$ cat config.mk
export PLATFORM = sky130hd
export DESIGN_NAME = rrlc_ladder_control
export DESIGN_NICKNAME = d
export VERILOG_FILES = /design/src/logic/rrlc_pkg.sv /design/src/logic/rrlc_tap_decoder.sv /design/src/logic/rrlc_ladder_control.sv
export SDC_FILE = /design/constraint.sdc
export NUM_CORES = 1
export LEC_CHECK = 0
export ABC_CLOCK_PERIOD_IN_PS = 2050
export BUFFER_PORTS_ARGS = -buffer_cell sky130_fd_sc_hd__buf_4
export CAP_MARGIN = 20
export CORE_MARGIN = 2
export CORE_UTILIZATION = 38
export CTS_CLUSTER_DIAMETER = 60
export CTS_CLUSTER_SIZE = 30
export DETAILED_ROUTE_END_ITERATION = 12
export GPL_ROUTABILITY_DRIVEN = 0
export PLACE_DENSITY = 0.7
export SETUP_SLACK_MARGIN = 0.02
export SLEW_MARGIN = 20
export SYNTH_ARGS = -nofsm -noshare
export SYNTH_HDL_FRONTEND = slang
export SYNTH_HIERARCHICAL = 1
export SYNTH_SLANG_ARGS = --single-unit
$ cat constraint.sdc
create_clock -name clk_i -period 2.05 [get_ports clk_i]
set_input_delay 0.3075 -clock clk_i [delete_from_list [all_inputs] [get_ports clk_i]]
set_output_delay 0.3075 -clock clk_i [all_outputs]
set_load 0.02 [all_outputs]
$ cat src/logic/rrlc_pkg.sv
// rrlc_pkg: register map, field positions and encodings for the reference ladder control
// assumes: 32-bit classic wishbone slave, byte addresses, one register per aligned word
package rrlc_pkg;
   // ************************************************
   // register offsets (byte addresses)
   // ************************************************
   localparam logic [3:0] RRLC_ADDR_CONTROL = 4'h0;
   localparam logic [3:0] RRLC_ADDR_LEVEL   = 4'h4;
   localparam logic [3:0] RRLC_ADDR_STATUS  = 4'h8;

   // ************************************************
   // field positions
   // ************************************************
   localparam int RRLC_BIT_ENABLE = 7;
   localparam int RRLC_BIT_LPS    = 6;
   localparam int RRLC_BIT_PINOE  = 5;
   localparam int RRLC_BIT_PSS_HI = 3;
   localparam int RRLC_BIT_PSS_LO = 2;
   localparam int RRLC_BIT_NSS    = 0;
   localparam int RRLC_LEVEL_W    = 5;
   localparam int RRLC_TAPS       = 32;

   // writable bit masks; other bits read zero
   localparam logic [7:0] RRLC_CONTROL_MASK = 8'hed;
   localparam logic [7:0] RRLC_LEVEL_MASK   = 8'h1f;
   localparam logic [7:0] RRLC_RESET_VALUE  = 8'h00;

   localparam logic [4:0] RRLC_LEVEL_MAX  = 5'h1f;
   localparam logic [4:0] RRLC_LEVEL_MIN  = 5'h00;

   // ************************************************
   // source selects
   // ************************************************
   typedef enum logic [1:0] {
      RRLC_PSRC_SUPPLY   = 2'b00,
      RRLC_PSRC_EXTREF   = 2'b01,
      RRLC_PSRC_FIXEDREF = 2'b10,
      RRLC_PSRC_RESERVED = 2'b11
   } rrlc_psrc_e;
endpackage

$ cat src/logic/rrlc_tap_decoder.sv
// rrlc_tap_decoder: one-hot tap select of the ladder from the level code
// assumes: level code already registered on clk_i; output registered here
`timescale 1ns/100ps
module rrlc_tap_decoder (
   input  wire logic                                clk_i,
   input  wire logic                                rst_i,
   input  wire logic                                active_i,
   input  wire logic [rrlc_pkg::RRLC_LEVEL_W-1:0]   level_i,
   output logic      [rrlc_pkg::RRLC_TAPS-1:0]      tap_sel_o
);
   // one tap per code, none while the ladder is idle
   always_ff @(posedge clk_i) begin
      if (rst_i) begin
         tap_sel_o <= '0;
      end else begin
         for (int i = 0; i < rrlc_pkg::RRLC_TAPS; i++) begin
            tap_sel_o[i] <= active_i && (level_i == i[rrlc_pkg::RRLC_LEVEL_W-1:0]);
         end
      end
   end
endmodule // rrlc_tap_decoder

$ cat src/logic/rrlc_ladder_control.sv
// rrlc_ladder_control: control logic of the 32-level ratiometric reference ladder
// assumes: classic wishbone master on clk_i, synchronous active-high reset, analog ladder outside
// Function
// [RULE1] thirty-two levels chosen by five-bit level code in level register
// [RULE2] ladder active only while enable bit is one
// [RULE3] enabled: tap at code gives negative plus difference times code over 32
// [RULE4] disabled, low-power side one, code all ones: output is positive source
// [RULE5] disabled, low-power side zero, code zero: output is negative source
// [RULE6] low-power side one cuts negative source, zero cuts positive source
// [RULE7] pin enable bit routes reference onto the output pin
// [RULE8] while routed, pin digital driver off and input detector disabled
// [RULE9] digital read of the routed pin returns zero
// [RULE10] software clamps high: enable off, side one, positive source, code all ones
// [RULE11] software clamps low: enable off, side zero, negative source, code zero
// [RULE12] wake from sleep leaves control register unchanged
// [RULE13] software should disable reference before sleep
// [RULE14] reset disables ladder, removes pin route, clears level code
// [RULE15] reference offered to comparator, converter, pin and capacitive sensing
// [RULE16] control bits: enable 7, side 6, pin 5, positive 3-2, negative 0
// [RULE17] positive select: supply, external ref, fixed ref, eleven reserved
// [RULE18] unimplemented bits ignored, new settings act from next clock
`timescale 1ns/100ps
module rrlc_ladder_control (
   input  wire logic        clk_i,
   input  wire logic        rst_i,
   // wishbone slave
   input  wire logic        cyc_i,
   input  wire logic        stb_i,
   input  wire logic        we_i,
   input  wire logic [3:0]  adr_i,
   input  wire logic [3:0]  sel_i,
   input  wire logic [31:0] dat_i,
   output logic      [31:0] dat_o,
   output logic             ack_o,
   output logic             err_o,
   // sleep and pin
   input  wire logic        wake_i,
   input  wire logic        pin_i,
   output logic             pin_dig_in_o,
   output logic             pin_drv_off_o,
   output logic             pin_detect_off_o,
   output logic             pin_analog_o,
   // ladder controls
   output logic [31:0]      tap_sel_o,
   output logic             ladder_active_o,
   output logic             pos_connect_o,
   output logic             neg_connect_o,
   output logic             pos_sel_supply_o,
   output logic             pos_sel_extref_o,
   output logic             pos_sel_fixedref_o,
   output logic             neg_sel_extref_o,
   output logic             clamp_pos_o,
   output logic             clamp_neg_o,
   output logic             ref_to_comparator_o,
   output logic             ref_to_converter_o,
   output logic             ref_to_capsense_o
);
   // ************************************************
   // registers
   // ************************************************
   logic [7:0]  control_q;
   logic [7:0]  level_q;
   logic        req;
   logic        hit;
   logic        wr_control;
   logic        wr_level;
   logic        rd_req;
   logic        pin_meta_q;
   logic        pin_sync_q;
   logic        enable;
   logic        lps;
   logic        pin_oe;
   logic        nss;
   logic [1:0]  pss;
   logic [4:0]  code;
   logic [5:0]  status_w;
   logic [31:0] rdata_d;

   // request decode; a request is taken once, while no answer stands
   assign req    = cyc_i && stb_i && !ack_o && !err_o;
   assign hit    = (adr_i == rrlc_pkg::RRLC_ADDR_CONTROL) || (adr_i == rrlc_pkg::RRLC_ADDR_LEVEL)
                   || (adr_i == rrlc_pkg::RRLC_ADDR_STATUS);
   assign enable = control_q[rrlc_pkg::RRLC_BIT_ENABLE];
   assign lps    = control_q[rrlc_pkg::RRLC_BIT_LPS];
   assign pin_oe = control_q[rrlc_pkg::RRLC_BIT_PINOE];
   assign nss    = control_q[rrlc_pkg::RRLC_BIT_NSS];
   assign pss    = control_q[rrlc_pkg::RRLC_BIT_PSS_HI:rrlc_pkg::RRLC_BIT_PSS_LO];
   assign code   = level_q[rrlc_pkg::RRLC_LEVEL_W-1:0];

   // write strobes; the eight-bit registers sit in byte lane zero only
   assign wr_control = req && we_i && sel_i[0] && (adr_i == rrlc_pkg::RRLC_ADDR_CONTROL);
   assign wr_level   = req && we_i && sel_i[0] && (adr_i == rrlc_pkg::RRLC_ADDR_LEVEL);
   assign rd_req     = req && !we_i;

   // status word: live view of the ladder controls, read only
   assign status_w = {clamp_neg_o, clamp_pos_o, pin_analog_o, neg_connect_o, pos_connect_o, ladder_active_o};

   // ************************************************
   // software registers
   // ************************************************
   // control register; a wake from sleep has no path into it
   always_ff @(posedge clk_i) begin
      if (rst_i) begin
         control_q <= rrlc_pkg::RRLC_RESET_VALUE; // RULE14
      end else if (wr_control) begin
         control_q <= dat_i[7:0] & rrlc_pkg::RRLC_CONTROL_MASK; // RULE16 RULE18
      end
   end // RULE12

   // level register; bits above the five-bit code are dropped
   always_ff @(posedge clk_i) begin
      if (rst_i) begin
         level_q <= rrlc_pkg::RRLC_RESET_VALUE; // RULE14
      end else if (wr_level) begin
         level_q <= dat_i[7:0] & rrlc_pkg::RRLC_LEVEL_MASK; // RULE1 RULE18
      end
   end

   // ************************************************
   // bus answer
   // ************************************************
   // read multiplexer; unmapped addresses and unimplemented bits read zero
   always_comb begin
      rdata_d = '0;
      case (adr_i)
         rrlc_pkg::RRLC_ADDR_CONTROL: rdata_d = {24'h000000, control_q}; // RULE16
         rrlc_pkg::RRLC_ADDR_LEVEL:   rdata_d = {24'h000000, level_q}; // RULE1
         rrlc_pkg::RRLC_ADDR_STATUS:  rdata_d = {26'h0000000, status_w};
         default:                     rdata_d = '0;
      endcase
   end

   // ack or err one cycle after the request is taken, each for one cycle only
   always_ff @(posedge clk_i) begin
      if (rst_i) begin
         ack_o <= 1'b0;
         err_o <= 1'b0;
      end else begin
         ack_o <= req && hit;
         err_o <= req && !hit; // RULE18
      end
   end

   // read data stands with the answer and is zero otherwise
   always_ff @(posedge clk_i) begin
      if (rst_i) begin
         dat_o <= '0;
      end else begin
         dat_o <= rd_req ? rdata_d : '0;
      end
   end

   // ************************************************
   // pin handling
   // ************************************************
   // two-stage synchroniser; only the second stage is read
   always_ff @(posedge clk_i) begin
      if (rst_i) begin
         pin_meta_q <= 1'b0;
         pin_sync_q <= 1'b0;
      end else begin
         pin_meta_q <= pin_i;
         pin_sync_q <= pin_meta_q;
      end
   end

   // reference route onto the pin and override of its digital buffers
   always_ff @(posedge clk_i) begin
      if (rst_i) begin
         pin_analog_o     <= 1'b0; // RULE14
         pin_drv_off_o    <= 1'b0;
         pin_detect_off_o <= 1'b0;
      end else begin
         pin_analog_o     <= pin_oe; // RULE7
         pin_drv_off_o    <= pin_oe; // RULE8
         pin_detect_off_o <= pin_oe; // RULE8
      end
   end

   // digital read of the pin; a routed pin reads zero
   always_ff @(posedge clk_i) begin
      if (rst_i) begin
         pin_dig_in_o <= 1'b0;
      end else begin
         pin_dig_in_o <= pin_oe ? 1'b0 : pin_sync_q; // RULE9
      end
   end

   // ************************************************
   // ladder controls
   // ************************************************
   // ladder current flows only while enabled
   always_ff @(posedge clk_i) begin
      if (rst_i) begin
         ladder_active_o <= 1'b0;
      end else begin
         ladder_active_o <= enable; // RULE2
      end
   end

   // positive source stays connected while enabled or clamped high
   always_ff @(posedge clk_i) begin
      if (rst_i) begin
         pos_connect_o <= 1'b0;
      end else begin
         pos_connect_o <= enable || lps; // RULE6
      end
   end

   // negative source stays connected while enabled or clamped low
   always_ff @(posedge clk_i) begin
      if (rst_i) begin
         neg_connect_o <= 1'b0;
      end else begin
         neg_connect_o <= enable || !lps; // RULE6
      end
   end

   // positive source select; the reserved code connects no source
   always_ff @(posedge clk_i) begin
      if (rst_i) begin
         pos_sel_supply_o   <= 1'b0;
         pos_sel_extref_o   <= 1'b0;
         pos_sel_fixedref_o <= 1'b0;
      end else begin
         pos_sel_supply_o   <= 1'b0;
         pos_sel_extref_o   <= 1'b0;
         pos_sel_fixedref_o <= 1'b0;
         case (pss)
            rrlc_pkg::RRLC_PSRC_SUPPLY:   pos_sel_supply_o   <= 1'b1; // RULE17
            rrlc_pkg::RRLC_PSRC_EXTREF:   pos_sel_extref_o   <= 1'b1; // RULE17
            rrlc_pkg::RRLC_PSRC_FIXEDREF: pos_sel_fixedref_o <= 1'b1; // RULE17
            default:                      pos_sel_supply_o   <= 1'b0; // reserved code
         endcase
      end
   end

   // negative source select: external reference when set, ground otherwise
   always_ff @(posedge clk_i) begin
      if (rst_i) begin
         neg_sel_extref_o <= 1'b0;
      end else begin
         neg_sel_extref_o <= nss;
      end
   end

   // output held at the positive source with the ladder off
   always_ff @(posedge clk_i) begin
      if (rst_i) begin
         clamp_pos_o <= 1'b0;
      end else begin
         clamp_pos_o <= !enable && lps && (code == rrlc_pkg::RRLC_LEVEL_MAX); // RULE4
      end
   end

   // output held at the negative source with the ladder off
   always_ff @(posedge clk_i) begin
      if (rst_i) begin
         clamp_neg_o <= 1'b0;
      end else begin
         clamp_neg_o <= !enable && !lps && (code == rrlc_pkg::RRLC_LEVEL_MIN); // RULE5
      end
   end

   // ************************************************
   // reference fan-out
   // ************************************************
   // comparator positive input
   always_ff @(posedge clk_i) begin
      if (rst_i) begin
         ref_to_comparator_o <= 1'b0;
      end else begin
         ref_to_comparator_o <= 1'b1; // RULE15
      end
   end

   // converter input channel
   always_ff @(posedge clk_i) begin
      if (rst_i) begin
         ref_to_converter_o <= 1'b0;
      end else begin
         ref_to_converter_o <= 1'b1; // RULE15
      end
   end

   // capacitive sensing module
   always_ff @(posedge clk_i) begin
      if (rst_i) begin
         ref_to_capsense_o <= 1'b0;
      end else begin
         ref_to_capsense_o <= 1'b1; // RULE15
      end
   end

   // tap select: code/32 of the span above the negative source
   rrlc_tap_decoder rrlc_tap_decoder_i (
      .clk_i     (clk_i),
      .rst_i     (rst_i),
      .active_i  (enable),
      .level_i   (code),
      .tap_sel_o (tap_sel_o)
   ); // RULE3

   // ************************************************
   // sleep
   // ************************************************
   // a wake event reaches no register, so settings survive sleep
   logic unused_wake;
   assign unused_wake = wake_i; // sleep exit does not touch settings
endmodule // rrlc_ladder_control

[Word-level counts from Yosys, hierarchy flattened]
Index checks and enable logic that the tools add are counted.
Cells by class
  eq/ne operators: 35
  muxes and demuxes: 5
  bitwise logic cells: 1
  reductions and logical operators: 61
Operator list (number)
  5-bit equality test (second input constant): 16
  1-bit logical AND: 46
  5-bit by 4-bit equality test with 1-bit output (second input constant): 8
  8-bit one-hot mux with 3 select lines: 1
  5-bit by 3-bit equality test with 1-bit output (second input constant): 4
  5-bit by 2-bit equality test with 1-bit output (second input constant): 2
  1-bit zero test: 6
  5-bit by 1-bit equality test with 1-bit output (second input constant): 1
  5-bit zero test: 1
  4-bit by 3-bit equality test with 1-bit output (second input constant): 1
  4-bit equality test (second input constant): 1
  4-bit zero test: 1
  1-bit logical OR: 4
  1-bit two-way mux: 4
  2-bit OR reduction: 2
  2-bit by 1-bit equality test with 1-bit output (second input constant): 1
  2-bit equality test (second input constant): 1
  2-bit zero test: 1
  1-bit inverter: 1
Word-level totals
  flip-flop bits (word level): 91
  bits of input ports: 47
  output and inout bits: 82
  logic and storage cells: 122

[Logic depth before layout (Yosys ltp)]
  depth in word-level cells: 6
  depth in mapped cells: 5
  gate-level depth less buffers: 3

[Cells and area by module]
The synthesis kept the hierarchy.
By module, submodules not included
  rrlc_ladder_control: instances 1, cells an instance 152, area each 1487.7 um^2, sequential area each 700.7 um^2
  rrlc_tap_decoder: instances 1, cells an instance 79, area each 882.1 um^2, sequential area each 640.6 um^2

[Worst setup path after synthesis]
Ideal clock, no wire load.
  path type: input to register
  start: in adr_i[2]
  end: reg control_q[5]
  setup time: 121 ps
  arrival: 1526 ps
  required time: 1929 ps
  setup slack: 403 ps
  stages: 4
  buffers on the path: 1
  path through: buf_6 > or4_4 > nor3_4 > mux2_4
On the way
  word-level cells in the longest chain between the ends: 2
RTL lines
  start, declared: line rrlc_ladder_control.sv:30  | input wire logic [3:0] adr_i,
  4-bit zero test: line rrlc_ladder_control.sv:91  | assign wr_control = req && we_i && sel_i[0] && (adr_i == rrlc_pkg::RRLC_ADDR_CONTROL);
  1-bit logical AND: line rrlc_ladder_control.sv:91
  end signal, assigned: line rrlc_ladder_control.sv:104  | control_q <= rrlc_pkg::RRLC_RESET_VALUE;
  end signal, assigned: line rrlc_ladder_control.sv:106  | control_q <= dat_i[7:0] & rrlc_pkg::RRLC_CONTROL_MASK;
  end, declared: line rrlc_ladder_control.sv:61  | logic [7:0] control_q;
Every way passes these cells.
A chain may end at the register's enable or synchronous reset.

[Final worst setup path]
  start: reg err_o
  end: reg level_q[0]
On the way
  word-level cells in the longest chain between the ends: 5
RTL lines
  start, declared: line rrlc_ladder_control.sv:35  | output logic err_o,
  start signal, assigned: line rrlc_ladder_control.sv:140  | err_o <= req && !hit;
  1-bit zero test: line rrlc_ladder_control.sv:80  | assign req = cyc_i && stb_i && !ack_o && !err_o;
  1-bit logical AND: line rrlc_ladder_control.sv:80
  1-bit logical AND (3 in series): line rrlc_ladder_control.sv:92  | assign wr_level = req && we_i && sel_i[0] && (adr_i == rrlc_pkg::RRLC_ADDR_LEVEL);
  end signal, assigned: line rrlc_ladder_control.sv:113  | level_q <= rrlc_pkg::RRLC_RESET_VALUE;
  end signal, assigned: line rrlc_ladder_control.sv:115  | level_q <= dat_i[7:0] & rrlc_pkg::RRLC_LEVEL_MASK;
  end, declared: line rrlc_ladder_control.sv:62  | logic [7:0] level_q;
Every way passes these cells.

==> run metrics <==
status=finished, final reports clean; Final HPWL DP=3572 um; drt first pass iters=4; RSZ-0062 raised after global routing=false; Critical Path Start Type=flop; EDFF count, synth=0; H-Tree Depth=3; minimum clock period=1.692 ns; synthesis-to-layout area growth=29.41%; Setup WS pre-CTS=0.3684 ns; Max VDD drop=0.0003931 V; Critical Path Max Stage Delay=0.72 ns; number of global-route vias before repair=1618; final worst setup slack=0.3578 ns; initial antenna violation count=0; Critical Path End Type=flop; number of vias per cell=4.458; fmax=590.9 MHz; Synth top cells by count=dfxtp_1, nor2_1, buf_4, nand2_1, mux2i_1; Setup Viol. Count Final=0; Hold-fix buffers, CTS=0; die area=0.006884 mm^2; antenna-violating nets left=0; Hold/Removal Path Class=input pin to flop; crit path kind=flop to flop; CTS root buffer=clkbuf_8; DIE WIDTH=82.97 um; total power draw=2.530 mW; largest net degree at the start of global routing=23; PostCTS Resize Cnt=0; via count=1712; DRC errors left=0; n_diodes=0; final worst-path cycle share=0.8255; first-pass GRT wire length=7941 um; critical path arrival=1.91 ns; core footprint=0.005991 mm^2; share of the synthesized area in the top cell type=0.5660; CP cell instances=nand4bb_1 -> or4_1 -> mux2i_1; cell accounting for the most synthesized area=dfxtp_1; Final Hold Vio Count=0; I/O Buffers=76; Synth Register Bits=67; post-synthesis sequential area ratio=0.5660; # rows=28; Max-Cap Viols=0; CTS buffer count=9; Crit-path slowest cell=or4_1; Ys Warns=6; final wirelength=4914 um; Initial Utilization=0.3956; grt total ovfl=0; ranking of synthesized cells by area=dfxtp_1, buf_4, nor2_1, mux2i_1, nand2_1; Post-DP Area=0.002873 mm^2; wire length per cell=12.80 um; final non-filler cell area=0.003067 mm^2; clk slew on worst S/H paths=0.07 ns; Pleak=1.372 nW; PD cells=825.0 mW/mm^2; Global Route Usage Sum=0.1470; # clock sinks=67; most common flop cell mapped by yosys=dfxtp_1; Distinct cells, synth=34; DR iter-0 viols=75; clk_lat worst skew=0.33 ns; Clock Tree Buf Depth=2; TritonCTS clock tree=built; cells after synthesis=231; Max Transition Viols Final=0; ratio of cells with drive above 1 in the final layout=0.3204; ys async rst share=0; nets=352; top-count cell post-synth=dfxtp_1; synthesized area per cell=10.26 um^2; fin util=0.5119; I/O pin cnt=129; crit-path max FO=7; post-CTS setup buffers=0; TNS Setup=0 ns; Critical Path RT=2.27 ns; Die Ht=82.97 um; Clock Skews=0.006576 ns; area of the mapped netlist=0.002370 mm^2
## flip-flops by register name, indices dropped and copies added (netlist names), 5 cells and up
register                      count
level_q                           5
dat_o                             8
control_q                         6
rrlc_tap_decoder_i/tap_sel_o     32
## metrics by stage
step	std cells	hold slack [ns]
floorplan	254	0.4123
global placement	369	0.4190
detailed placement	369	0.4247
CTS	384	0.1709
global route	384	0.1761
finish	384	0.1806
## final timing paths
kind                                     end  slack, ns       start  cells past startpoint
worst max-delay path              level_q[0]       0.36       err_o                      3
worst min-delay path              pin_meta_q       0.18       pin_i                      2
worst max register to register    level_q[0]       0.36       err_o                      3
worst min register to register  pin_dig_in_o       0.46  pin_sync_q                      1
## cells in the final DEF (no fill, tap or decap), drive strengths merged
cell	netlist	layout
a21oi	2	2
a22oi	2	2
a2bb2oi	3	3
and2	2	2
and2b	1	1
buf	34	79
bufinv	0	1
clkbuf	5	13
clkinv	0	1
conb	1	24
dfxtp	67	67
inv	3	3
mux2	2	2
mux2i	13	13
nand2	17	17
nand3b	1	1
nand4	2	2
nand4b	3	3
nand4bb	3	3
nor2	42	42
nor2b	6	6
nor3	4	4
nor3b	3	3
nor4	3	3
or2	1	1
or2b	1	1
or3	1	1
or3b	2	2
or4	5	5
or4b	1	1
or4bb	1	1
## worst max-delay path, delay by kind of cell, from the launching register on
family	cells	cell delay (ns)
and+or+nand+nor	2	1.11
DFF	1	0.31
muxes	1	0.15
## where the power goes
part           total (mW)  switching (mW)  internal (mW)
combinational       0.139          0.0902         0.0483
sequential           1.31         0.00417           1.31
clock                1.08           0.456          0.621
total                2.53           0.551           1.98
## kinds of logic after synthesis
group           after synthesis  synth area share
simple gates                 99            0.2244
flops                        67            0.5660
buf+inv                      42            0.1188
mux                          15           0.06758
compound gates                7           0.02165
other cells                   1          0.001582
## area by class of cell
type | count | area [um^2]
clock inverters | 2 | 35.03
multi-input cells | 145 | 833.3
fillers | 566 | 2924
inverters | 3 | 11.26
well taps | 75 | 93.84
clock buffers | 13 | 158.9
flip-flops and latches | 67 | 1341
repair buffers | 79 | 593.1
## metal layers
| metal | global-route usage | share of wire |
|---|---|---|
| met2 | 0.2309 | 0.47 |
| met5 | 0 | 0 |
| met3 | 0.07256 | 0.084 |
| met1 | 0.1734 | 0.44 |
| met4 | 0.05365 | 0.0081 |
Note: power is estimated with default switching activity, not from simulation.
